**src/shared/rx_cfg_pkg.sv**
```systemverilog
// constants and field positions for the receive configuration bank
//
// Operation
// - bit 7 set freezes AGC during packet
// - bit 6 gates estimator clock until detect
// - bits 5,4 at zero enable both equalizers
// - bit 3 picks CRC16 or SFD ready point
// - bit 2 stops diversity in slot's last half
// - single antenna drives select pin from bit 1
// - bit 0 picks dual or single antenna acquire
// - continuous clocks bit overrides estimator gating
// - bit 6 selects DC or AC coupling
// - bit 4 uses long length for short preamble
// - raw mode CCA follows detector inputs one cycle later
// - sampled CCA updates once per 20us slot
// - bits 2:0 give the precursor value
// - bit 7 clocks converters from serial pin
// - bits 6:0 stop individual converter clocks
// - bit 0 enables manual power-down from bits
// - bits 7..1 set standby, dozes, shutdowns
// - else power follows reset and enables
// - bit 7 selects two's complement or offset binary
// - bits 6:4 select the I/Q DAC source
// - source 101 circulates weights with sync pulse
// - sources 110, 111 give test bus, correlator
// - sample point 18.7us or 15.8us per setting
package rx_cfg_pkg;

    // register indices; byte address is four times the index
    localparam logic [7:0] IDX_RX_CFG = 8'h14;
    localparam logic [7:0] IDX_RXTX_CFG = 8'h16;
    localparam logic [7:0] IDX_CONV_CLK = 8'h18;
    localparam logic [7:0] IDX_CONV_PWR = 8'h1a;
    localparam logic [7:0] IDX_CONV_FMT = 8'h1c;
    localparam logic [7:0] ADDR_RX_CFG = 8'(IDX_RX_CFG * 4);
    localparam logic [7:0] ADDR_RXTX_CFG = 8'(IDX_RXTX_CFG * 4);
    localparam logic [7:0] ADDR_CONV_CLK = 8'(IDX_CONV_CLK * 4);
    localparam logic [7:0] ADDR_CONV_PWR = 8'(IDX_CONV_PWR * 4);
    localparam logic [7:0] ADDR_CONV_FMT = 8'(IDX_CONV_FMT * 4);

    localparam logic [7:0] RST_RX_CFG = 8'h00;
    localparam logic [7:0] RST_RXTX_CFG = 8'h00;
    localparam logic [7:0] RST_CONV_CLK = 8'h00;
    localparam logic [7:0] RST_CONV_PWR = 8'h00;
    localparam logic [7:0] RST_CONV_FMT = 8'h00;

    // receive configure fields
    localparam int RX_AGC_FREEZE = 7;
    localparam int RX_EST_AFTER_DETECT = 6;
    localparam int RX_ISI_OFF = 5;
    localparam int RX_ICI_OFF = 4;
    localparam int RX_READY_AT_SFD = 3;
    localparam int RX_SLOT_DIV = 2;
    localparam int RX_ANT_CHOICE = 1;
    localparam int RX_SINGLE_ANT = 0;
    // rx-tx configure fields
    localparam int RT_CONT_CLK = 7;
    localparam int RT_AC_COUPLE = 6;
    localparam int RT_LONG_FOR_SHORT = 4;
    localparam int RT_CCA_SAMPLED = 3;
    localparam int RT_PRECURSOR_HI = 2;
    // converter clock / power / format fields
    localparam int CK_FROM_SERIAL = 7;
    localparam int PW_MANUAL = 0;
    localparam int FM_OFFSET_BIN = 7;
    localparam int FM_SRC_HI = 6;
    localparam int FM_SRC_LO = 4;

    // I/Q DAC source codes
    localparam logic [2:0] SRC_TX_FILTER = 3'h0;
    localparam logic [2:0] SRC_DOWN_CONV = 3'h1;
    localparam logic [2:0] SRC_CHIP_TIMING = 3'h2;
    localparam logic [2:0] SRC_ADC = 3'h3;
    localparam logic [2:0] SRC_WINNERS = 3'h4;
    localparam logic [2:0] SRC_WEIGHTS = 3'h5;
    localparam logic [2:0] SRC_TEST_BUS = 3'h6;
    localparam logic [2:0] SRC_CORRELATOR = 3'h7;
    localparam int NUM_WEIGHTS = 16;
    localparam logic [5:0] SYNC_PULSE = 6'h20;

    // slot timing
    localparam int CLK_PERIOD_NS = 20;
    localparam int SLOT_NS = 20000;
    localparam int SAMPLE_EARLY_NS = 15800;
    localparam int SAMPLE_LATE_NS = 18700;
    localparam logic [9:0] SLOT_CYCLES = 10'(SLOT_NS / CLK_PERIOD_NS);
    localparam logic [9:0] SAMPLE_EARLY_CYCLES =
        10'(SAMPLE_EARLY_NS / CLK_PERIOD_NS);
    localparam logic [9:0] SAMPLE_LATE_CYCLES =
        10'(SAMPLE_LATE_NS / CLK_PERIOD_NS);
    localparam logic [9:0] HALF_SLOT_CYCLES = 10'(SLOT_NS / CLK_PERIOD_NS / 2);

endpackage

```
**src/core/slot_timer.sv**
```systemverilog
// free running slot counter with sample point and half-slot flag
`timescale 1ns/1ns
`default_nettype none
module slot_timer
    import rx_cfg_pkg::*;
(
    input wire logic pclk, // bus clock
    input wire logic presetn, // async reset, active low
    input wire logic sample_early, // 1 = 15.8us sample point
    output logic sample_pulse, // one cycle at the sample point
    output logic second_half // level, last half of slot
);
    logic [9:0] count_reg;
    logic [9:0] count_next;
    logic [9:0] sample_at;

    assign count_next = (count_reg == SLOT_CYCLES - 10'h001) ? 10'h000
                        : count_reg + 10'h001;
    assign sample_at = sample_early ? SAMPLE_EARLY_CYCLES
                       : SAMPLE_LATE_CYCLES;

    always_ff @(posedge pclk or negedge presetn) begin
        if (!presetn) begin
            count_reg <= 10'h000;
            sample_pulse <= 1'b0;
            second_half <= 1'b0;
        end else begin
            count_reg <= count_next;
            sample_pulse <= (count_next == sample_at);
            second_half <= (count_next >= HALF_SLOT_CYCLES);
        end
    end
endmodule
`default_nettype wire

```
**src/core/dac_source_mux.sv**
```systemverilog
// test multiplexer feeding internal signals onto the I/Q DACs
`timescale 1ns/1ns
`default_nettype none
module dac_source_mux
    import rx_cfg_pkg::*;
(
    input wire logic pclk, // bus clock
    input wire logic presetn, // async reset, active low
    input wire logic [2:0] source, // selected DAC source
    input wire logic [5:0] tx_filter_i, // transmit
    input wire logic [5:0] tx_filter_q, // transmit
    input wire logic [5:0] down_conv_i, // down conv
    input wire logic [5:0] down_conv_q, // down conv
    input wire logic [5:0] chip_timing_accumulator, // upper six bits
    input wire logic [5:0] adc_i, // I converter sample
    input wire logic [5:0] adc_q, // Q converter sample
    input wire logic [5:0] transform_winner_in_phase, // upper six bits
    input wire logic [5:0] transform_winner_quadrature, // upper six bits
    input wire logic [95:0] channel_matched_filter, // 16 weights, 6 bits
    input wire logic [5:0] test_bus_in, // test bus pins 5:0
    input wire logic test_bus_is_input, // test bus configured as input
    input wire logic [5:0] correlator_i, // correlator / low rate
    input wire logic [5:0] correlator_q, // correlator / low rate
    output logic [5:0] dac_i, // registered I DAC word
    output logic [5:0] dac_q // registered Q DAC word
);
    // even steps show a weight, odd steps the sync pulse
    logic [4:0] step_reg;
    logic [5:0] weight_word;
    logic [5:0] circ_word;
    logic [5:0] bus_word;
    logic [5:0] sel_i;
    logic [5:0] sel_q;

    assign weight_word = channel_matched_filter[step_reg[4:1] * 6 +: 6];
    assign circ_word = step_reg[0] ? SYNC_PULSE : weight_word;
    assign bus_word = test_bus_is_input ? test_bus_in : 6'h00;
    assign sel_i = (source == SRC_TX_FILTER) ? tx_filter_i
                 : (source == SRC_DOWN_CONV) ? down_conv_i
                 : (source == SRC_CHIP_TIMING) ? 6'h00
                 : (source == SRC_ADC) ? adc_i
                 : (source == SRC_WINNERS) ? transform_winner_in_phase
                 : (source == SRC_WEIGHTS) ? circ_word
                 : (source == SRC_TEST_BUS) ? bus_word
                 : correlator_i;
    assign sel_q = (source == SRC_TX_FILTER) ? tx_filter_q
                 : (source == SRC_DOWN_CONV) ? down_conv_q
                 : (source == SRC_CHIP_TIMING) ? chip_timing_accumulator
                 : (source == SRC_ADC) ? adc_q
                 : (source == SRC_WINNERS) ? transform_winner_quadrature
                 : (source == SRC_WEIGHTS) ? circ_word
                 : (source == SRC_TEST_BUS) ? bus_word
                 : correlator_q;

    always_ff @(posedge pclk or negedge presetn) begin
        if (!presetn) begin
            step_reg <= 5'h00;
            dac_i <= 6'h00;
            dac_q <= 6'h00;
        end else begin
            step_reg <= step_reg + 5'h01;
            dac_i <= sel_i;
            dac_q <= sel_q;
        end
    end
endmodule
`default_nettype wire

```
**src/core/rx_config_and_test_regs.sv**
```systemverilog
// receive configuration and converter test register bank on APB
`timescale 1ns/1ns
`default_nettype none
module rx_config_and_test_regs
    import rx_cfg_pkg::*;
(
    input wire logic pclk, // APB clock, 50 MHz
    input wire logic presetn, // APB reset, active low
    input wire logic psel, // APB select
    input wire logic penable, // APB access phase
    input wire logic pwrite, // APB direction, 1 = write
    input wire logic [7:0] paddr, // APB byte address
    input wire logic [31:0] pwdata, // APB write data
    input wire logic [3:0] pstrb, // APB byte strobes
    output logic [31:0] prdata, // APB read data
    output logic pready, // APB ready
    output logic pslverr, // APB error, unmapped address
    // receiver status inputs
    input wire logic packet_active, // a packet is being received
    input wire logic signal_detect, // signal detected
    input wire logic rx_active, // receiver running
    input wire logic header_crc_ok, // pulse, CRC16 ok
    input wire logic sfd_found, // pulse, SFD seen
    input wire logic frame_end, // pulse, frame over
    input wire logic diversity_antenna, // diversity pick
    input wire logic energy_detect, // energy detector
    input wire logic carrier_sense_first, // carrier sense
    input wire logic signal_quality_first, // signal quality
    input wire logic [1:0] cca_mode, // CCA combine mode
    input wire logic cca_sample_early, // 1 = 15.8us sample point
    input wire logic [7:0] short_preamble_length, // short length
    input wire logic [7:0] long_preamble_length, // long length
    // power control inputs
    input wire logic chip_reset, // device reset pin level
    input wire logic transmit_power_enable, // transmit power enable
    input wire logic receive_power_enable, // receive power enable
    // raw converter samples
    input wire logic [5:0] adc_i_raw, // I converter
    input wire logic [5:0] adc_q_raw, // Q converter
    input wire logic [5:0] adc_rf_raw, // RF converter
    // test mux sources
    input wire logic [5:0] tx_filter_i, // transmit filter I
    input wire logic [5:0] tx_filter_q, // transmit filter Q
    input wire logic [5:0] down_conv_i, // down converter I
    input wire logic [5:0] down_conv_q, // down converter Q
    input wire logic [5:0] chip_timing_accumulator, // upper six bits
    input wire logic [5:0] transform_winner_in_phase, // upper six bits
    input wire logic [5:0] transform_winner_quadrature, // upper six bits
    input wire logic [95:0] channel_matched_filter, // 16 weights
    input wire logic [5:0] test_bus_in, // test bus pins 5:0
    input wire logic test_bus_is_input, // test bus set as input
    input wire logic [5:0] correlator_i, // correlator samples I
    input wire logic [5:0] correlator_q, // correlator samples Q
    // control outputs
    output logic agc_freeze_hold, // hold AGC gain
    output logic estimator_clock_en, // estimator / dot product clock
    output logic isi_equalizer_en, // intersymbol equalizer on
    output logic ici_equalizer_en, // interchip equalizer on
    output logic modem_data_ready, // level until frame end
    output logic diversity_switch_en, // diversity may switch
    output logic antenna_select, // antenna select pin
    output logic rx_clock_run, // internal 22/44 MHz clocks run
    output logic adc_ac_coupled, // converter input AC coupled
    output logic [7:0] preamble_length, // preamble length in use
    output logic clear_channel, // clear channel assessment
    output logic [2:0] precursor, // estimate precursor value
    output logic converter_clock_from_serial, // clock via serial pin
    output logic [6:0] converter_clock_en, // 6 TX DAC .. 0 Q A/D
    output logic [6:0] power_down, // 6 standby .. 0 analog standby
    output logic [5:0] adc_i_out, // formatted I sample
    output logic [5:0] adc_q_out, // formatted Q sample
    output logic [5:0] adc_rf_out, // formatted RF sample
    output logic [5:0] dac_i, // I DAC word
    output logic [5:0] dac_q // Q DAC word
);
    logic [7:0] rx_cfg_reg;
    logic [7:0] rxtx_cfg_reg;
    logic [7:0] conv_clk_reg;
    logic [7:0] conv_pwr_reg;
    logic [7:0] conv_fmt_reg;

    // bus decode
    wire sel_rx = (paddr == ADDR_RX_CFG);
    wire sel_rxtx = (paddr == ADDR_RXTX_CFG);
    wire sel_clk = (paddr == ADDR_CONV_CLK);
    wire sel_pwr = (paddr == ADDR_CONV_PWR);
    wire sel_fmt = (paddr == ADDR_CONV_FMT);
    wire hit = sel_rx | sel_rxtx | sel_clk | sel_pwr | sel_fmt;
    // only lane 0 holds a register
    wire wr_en = psel & penable & pready & pwrite & pstrb[0] & hit;
    wire [7:0] wbyte = pwdata[7:0];
    wire [7:0] rd_byte;

    assign rd_byte = sel_rx ? rx_cfg_reg
                   : sel_rxtx ? rxtx_cfg_reg
                   : sel_clk ? conv_clk_reg
                   : sel_pwr ? conv_pwr_reg
                   : sel_fmt ? conv_fmt_reg
                   : 8'h00;

    // ready in the first access cycle, one cycle after setup, so read data can be a flop
    always_ff @(posedge pclk or negedge presetn) begin
        if (!presetn) begin
            pready <= 1'b0;
            pslverr <= 1'b0;
            prdata <= 32'h0000_0000;
        end else begin
            pready <= psel & ~penable;
            pslverr <= psel & ~penable & ~hit;
            if (psel && !penable) begin
                prdata <= {24'h000000, rd_byte};
            end
        end
    end

    always_ff @(posedge pclk or negedge presetn) begin
        if (!presetn) begin
            rx_cfg_reg <= RST_RX_CFG;
            rxtx_cfg_reg <= RST_RXTX_CFG;
            conv_clk_reg <= RST_CONV_CLK;
            conv_pwr_reg <= RST_CONV_PWR;
            conv_fmt_reg <= RST_CONV_FMT;
        end else if (wr_en) begin
            if (sel_rx) begin
                rx_cfg_reg <= wbyte;
            end
            if (sel_rxtx) begin
                rxtx_cfg_reg <= wbyte;
            end
            if (sel_clk) begin
                conv_clk_reg <= wbyte;
            end
            if (sel_pwr) begin
                conv_pwr_reg <= wbyte;
            end
            if (sel_fmt) begin
                conv_fmt_reg <= wbyte;
            end
        end
    end

    // receive path control
    wire cont_clk = rxtx_cfg_reg[RT_CONT_CLK];
    wire est_after_detect = rx_cfg_reg[RX_EST_AFTER_DETECT];
    wire agc_freeze_next = rx_cfg_reg[RX_AGC_FREEZE] & packet_active;
    // continuous clocks win over the estimator gating bit
    wire est_clk_next = cont_clk | ~est_after_detect
                        | signal_detect;
    wire rx_clk_next = cont_clk | rx_active;
    wire ready_event = rx_cfg_reg[RX_READY_AT_SFD] ? sfd_found
                       : header_crc_ok;
    wire slot_second_half;
    wire div_next = ~(rx_cfg_reg[RX_SLOT_DIV] & slot_second_half);
    wire ant_next = rx_cfg_reg[RX_SINGLE_ANT] ? rx_cfg_reg[RX_ANT_CHOICE]
                    : diversity_antenna;
    wire [7:0] pre_len_next = rxtx_cfg_reg[RT_LONG_FOR_SHORT]
                              ? long_preamble_length
                              : short_preamble_length;

    always_ff @(posedge pclk or negedge presetn) begin
        if (!presetn) begin
            agc_freeze_hold <= 1'b0;
            estimator_clock_en <= 1'b0;
            rx_clock_run <= 1'b0;
            isi_equalizer_en <= 1'b0;
            ici_equalizer_en <= 1'b0;
            diversity_switch_en <= 1'b0;
            antenna_select <= 1'b0;
            preamble_length <= 8'h00;
            adc_ac_coupled <= 1'b0;
            precursor <= 3'h0;
        end else begin
            agc_freeze_hold <= agc_freeze_next;
            estimator_clock_en <= est_clk_next;
            rx_clock_run <= rx_clk_next;
            isi_equalizer_en <= ~rx_cfg_reg[RX_ISI_OFF];
            ici_equalizer_en <= ~rx_cfg_reg[RX_ICI_OFF];
            diversity_switch_en <= div_next;
            antenna_select <= ant_next;
            preamble_length <= pre_len_next;
            adc_ac_coupled <= rxtx_cfg_reg[RT_AC_COUPLE];
            precursor <= rxtx_cfg_reg[RT_PRECURSOR_HI:0];
        end
    end

    // a new ready event beats frame end
    always_ff @(posedge pclk or negedge presetn) begin
        if (!presetn) begin
            modem_data_ready <= 1'b0;
        end else if (ready_event) begin
            modem_data_ready <= 1'b1;
        end else if (frame_end) begin
            modem_data_ready <= 1'b0;
        end
    end

    // clear channel assessment
    wire sense_any = carrier_sense_first | signal_quality_first;
    wire cca_raw = (cca_mode == 2'h0) ? energy_detect
                 : (cca_mode == 2'h1) ? sense_any
                 : (cca_mode == 2'h2) ? (energy_detect & sense_any)
                 : (energy_detect | sense_any);
    wire cca_sample;

    slot_timer u_slot (
        .pclk(pclk),
        .presetn(presetn),
        .sample_early(cca_sample_early),
        .sample_pulse(cca_sample),
        .second_half(slot_second_half)
    );

    // raw mode still takes one flop
    always_ff @(posedge pclk or negedge presetn) begin
        if (!presetn) begin
            clear_channel <= 1'b0;
        end else if (!rxtx_cfg_reg[RT_CCA_SAMPLED]) begin
            clear_channel <= cca_raw;
        end else if (cca_sample) begin
            clear_channel <= cca_raw;
        end
    end

    // converter clocks and power
    wire manual_pwr = conv_pwr_reg[PW_MANUAL];
    wire tx_off = ~transmit_power_enable;
    wire rx_off = ~receive_power_enable;
    wire [6:0] auto_pwr = {chip_reset, tx_off, rx_off, tx_off & rx_off,
                           tx_off, rx_off, chip_reset};
    wire [6:0] pwr_next = manual_pwr ? conv_pwr_reg[7:1]
                          : auto_pwr;

    always_ff @(posedge pclk or negedge presetn) begin
        if (!presetn) begin
            converter_clock_from_serial <= 1'b0;
            converter_clock_en <= 7'h00;
            power_down <= 7'h00;
        end else begin
            converter_clock_from_serial <= conv_clk_reg[CK_FROM_SERIAL];
            converter_clock_en <= ~conv_clk_reg[6:0];
            power_down <= pwr_next;
        end
    end

    // converter output format: offset binary flips the sign bit
    wire offset_bin = conv_fmt_reg[FM_OFFSET_BIN];
    wire [5:0] fmt_flip = {offset_bin, 5'h00};

    always_ff @(posedge pclk or negedge presetn) begin
        if (!presetn) begin
            adc_i_out <= 6'h00;
            adc_q_out <= 6'h00;
            adc_rf_out <= 6'h00;
        end else begin
            adc_i_out <= adc_i_raw ^ fmt_flip;
            adc_q_out <= adc_q_raw ^ fmt_flip;
            adc_rf_out <= adc_rf_raw ^ fmt_flip;
        end
    end

    // ADC source shows formatted words
    dac_source_mux u_mux (
        .pclk(pclk),
        .presetn(presetn),
        .source(conv_fmt_reg[FM_SRC_HI:FM_SRC_LO]),
        .tx_filter_i(tx_filter_i),
        .tx_filter_q(tx_filter_q),
        .down_conv_i(down_conv_i),
        .down_conv_q(down_conv_q),
        .chip_timing_accumulator(chip_timing_accumulator),
        .adc_i(adc_i_out),
        .adc_q(adc_q_out),
        .transform_winner_in_phase(transform_winner_in_phase),
        .transform_winner_quadrature(transform_winner_quadrature),
        .channel_matched_filter(channel_matched_filter),
        .test_bus_in(test_bus_in),
        .test_bus_is_input(test_bus_is_input),
        .correlator_i(correlator_i),
        .correlator_q(correlator_q),
        .dac_i(dac_i),
        .dac_q(dac_q)
    );

endmodule
`default_nettype wire

```
**config.mk**
```make
export PLATFORM = sky130hd
export DESIGN_NAME = rx_config_and_test_regs
export DESIGN_NICKNAME = d
export VERILOG_FILES = /design/src/shared/rx_cfg_pkg.sv /design/src/core/slot_timer.sv /design/src/core/dac_source_mux.sv /design/src/core/rx_config_and_test_regs.sv
export SDC_FILE = /design/constraint.sdc
export NUM_CORES = 1
export LEC_CHECK = 0
export BUFFER_PORTS_ARGS = -buffer_cell sky130_fd_sc_hd__buf_4
export CAP_MARGIN = 25
export CORE_AREA = 5 5 135 137
export CTS_BUF_LIST = sky130_fd_sc_hd__clkbuf_16
export DETAILED_ROUTE_END_ITERATION = 12
export DIE_AREA = 0 0 140 142
export GPL_ROUTABILITY_DRIVEN = 1
export GPL_TIMING_DRIVEN = 0
export PLACE_DENSITY_LB_ADDON = 0.25
export SETUP_SLACK_MARGIN = 0.2
export SYNTH_ARGS = -nofsm -noshare
export SYNTH_HDL_FRONTEND = slang
export SYNTH_HIERARCHICAL = 1
export SYNTH_SLANG_ARGS = --single-unit
```
**constraint.sdc**
```tcl
create_clock -name pclk -period 2.9 [get_ports pclk]
set_input_delay 0.145 -clock pclk [delete_from_list [all_inputs] [get_ports pclk]]
set_output_delay 0.145 -clock pclk [all_outputs]
set_load 0.005 [all_outputs]
```
==> run metrics <==
CP Capture Type flip-flop; placeable core area between 15000 and 20000 um^2; Sw Ratio 0.244; CTS resizes 0; Clock power frac 0.442; placed cell area 10100 um^2; 1st-iter DRT viols 517; layout cells sized above 1 0.431; pwr/cell area 416 nW/um^2; Max Transition Viols Final 0; Remaining DRCs 0; nets@finish 1335; Yosys warning total 6; vias per cell 5.28; number of global-route vias before repair 7098; Detailed Place HPWL 19700 um; Netlist cell types 70; CTS clk-pin slew, worst paths about 0.060 ns; Worst Tran Pin Value 0.676 ns; startpoint types flip-flop; number of routed nets with antenna violations 0; Hold Crit Class primary input to flip-flop; Cell Rows 48; vias 6951; clock sinks about 130; Post-synth EDFFs 0; initial antenna violation count 1; Switch Pwr between 1 and 1.5 mW; Primary FF master, synth dfrtp_1; Hold Vio Cnt, Final 0; cell area after synthesis 7370 um^2; CTS root buf clkbuf_16; Placement Setup Slack about 0.79 ns; minimum clock period just over 2 ns; I/O Buffers slightly above 300; Seq. cell area between 3000 and 4000 um^2; CP max-delay cell nor2_2; worst path arrival time 2.27 ns; worst skew pair latency about 0.41 ns; top cell type's share of synthesized area 0.451; CTS tree yes; Max Clock Freq 495 MHz; Chip Height 142 um; CTS max path bufs 2; Routed WL per cell 19.7 um; fraction of registers with async set/reset 1.00; critical path, cell by cell buf_4 > nor2_2 > a22oi_1 > and3_1 > a31oi_1 > o221ai_1; slew margin rel. 0.545; final setup fails 0; number of flip-flops under the largest register name 10; Overflow after GRT 0; Routed WL 25900 um; largest area contributor in the netlist dfrtp_1; Die Span X 140 um; critical path class flip-flop to flip-flop; crit-path max cell delay 0.38 ns; Initial Utilization 0.435; GRT Overall Usage 0.253; leakage power 5.07 nW; filler instances ~1400; setup TNS 0 ns; P&R area growth vs syn 50.4%; Final Skew around 0.0087 ns; status finished, final reports clean; # IOs 356; drt pass-1 iters 5; Logic pwr share 0.138; RSZ-0062 raised after global routing no; cts bufs inserted 17; final instance area 11100 um^2; crit-path max FO 10; Syn Inst Count 683; Internal Power 3.49 mW; die area between 15000 and 20000 um^2; Flop pwr share 0.420; worst setup margin 0.878 ns; # H-tree levels 4; Area contributors post-synth dfrtp_1 45%, mux2_2 7.0%, mux2i_1 6.8%; Max rail drop VDD 0.417 mV; syn_area_per_cell 10.8 um^2; WP data required 3.15 ns; global placer's final weighted congestion 0.908; post-CTS setup buffer count 0; multi-input logic area 3500 um^2; largest net degree at the start of global routing 92; first-pass GRT wire length 39700 um; Yosys reg bits around 130; sequential area share after synthesis 0.451; max-cap violations 0; Tcrit/Tclk final 0.697
==> routing by layer <==
metal	track usage	share of wire	vias up
met5	0	0	-
met4	0.117	0.041	0
met3	0.0682	0.077	60
met2	0.430	0.50	337
met1	0.301	0.38	3307
li1	-	-	3247
==> final timing paths <==
check,startpoint,endpoint,slack [ns],depth (start not counted)
setup / recovery,u_mux/step_reg[3]$_DFF_PN0_,u_mux/dac_q[1]$_DFF_PN0_,0.88,6
hold / removal,pwdata[1],conv_clk_reg[1]$_DFFE_PN0P_,0.02,2
setup reg to reg,u_mux/step_reg[3]$_DFF_PN0_,u_mux/dac_q[1]$_DFF_PN0_,0.88,6
hold reg to reg,rxtx_cfg_reg[2]$_DFFE_PN0P_,precursor[2]$_DFF_PN0_,0.40,0
max in group asynchronous,presetn,conv_fmt_reg[1]$_DFFE_PN0P_,1.89,3
min in group asynchronous,presetn,u_slot/count_reg[1]$_DFF_PN0_,0.21,2
==> power by group through the flow <==
stage,logic (mW),clock network (mW),registers [mW]
6_report,0.636,2.04,1.94
5_1_grt,0.691,2.16,1.94
4_1_cts,0.634,2.08,1.93
3_5_place_dp,0.580,0,1.97
3_3_place_gp,0.566,0,1.97
2_1_floorplan,0.153,0,1.97
==> layout by cell type (no fill, tap or decap), types with 12 or more instances in the layout <==
cell type / synthesis / routed
nand2b_1: 12 / 12
a22oi_1: 20 / 20
o21ai_0: 30 / 30
clkbuf_16: 0 / 17
mux2i_1: 50 / 50
conb_1: 1 / 24
clkbuf_1: 13 / 13
nand3_1: 16 / 16
dlygate4sd3_1: 0 / 47
nand2_1: 30 / 30
a21oi_1: 21 / 21
inv_1: 34 / 35
buf_2: 15 / 15
dfrtp_1: 133 / 133
a221oi_1: 12 / 12
buf_4: 32 / 335
nor2_1: 26 / 26
mux2_2: 46 / 46
a31oi_1: 19 / 19
==> logic make-up (layout without fill, tap and decap cells) <==
| family | count (synthesis) | after routing | share of synthesized area |
|---|---|---|---|
| AO/OA/AOI/OAI | 162 | 162 | 0.153 |
| AND/OR/NAND/NOR | 158 | 158 | 0.125 |
| flip-flops | 133 | 133 | 0.451 |
| multiplexers | 108 | 108 | 0.167 |
| buffers and inverters | 106 | 490 | 0.0852 |
| XOR/XNOR | 13 | 13 | 0.0154 |
| adder cells (fa/ha/maj) | 2 | 2 | 0.00339 |
| other | 1 | 26 | 0.000509 |
==> cells in the mapped netlist (3+ instances only) <==
master and count:
nand4_1 3, mux2i_1 50, o22ai_1 8, nor3_1 10, nand2b_1 12, a31oi_1 19
a22oi_1 20, nor3_2 3, a32o_1 3, and3_1 5, or3_1 11, dfrtp_1 133
mux4_2 4, a221oi_1 12, nor2b_1 11, o211ai_1 10, o21a_1 5, buf_6 10
nand3_1 16, o22a_1 4, buf_4 32, inv_1 34, mux2_4 8, a211oi_1 8
nor2_1 26, clkbuf_1 13, mux2_2 46, a32oi_1 3, a21oi_1 21, and2_1 7
xnor2_1 5, buf_2 15, o21ai_0 30, nand3b_1 3, nand2_1 30, o221ai_1 6
xor2_1 8
==> critical path: cells and delay by family (launching register included) <==
family | cells | cell delay [ns]
compound gates | 3 | 0.76
buf+inv | 1 | 0.16
simple gates | 2 | 0.59
flops | 1 | 0.36
==> through the flow <==
step | utilization | hold slack (ns) | total power, mW | cells
after global placement | 0.592 | 0.255 | 2.53 | 1235
after CTS | 0.654 | 0.00255 | 4.65 | 1315
after floorplan | - | -0.151 | 2.12 | 706
final | 0.655 | 0.0159 | 4.61 | 1317
after detailed placement | 0.594 | 0.100 | 2.55 | 1236
after global routing | 0.654 | 0.00276 | 4.79 | 1316
==> final cells by class <==
cell class                      instances  share of cell area
Inverter                               35              0.0118
Sequential cell                       133               0.300
Antenna cell                            2            0.000451
Clock inverter                         15              0.0118
Timing Repair Buffer                  352               0.251
Multi-Input combinational cell        467               0.316
Buffer                                 71              0.0448
Clock buffer                           17              0.0384
Tap cell                              225              0.0254
==> what timing repair did <==
item	in CTS	in global routing
hold buffers	47	0
endpoints found under the setup margin	0	0
hold endpoints to repair	79	0
(Power assumes the default switching activity.)
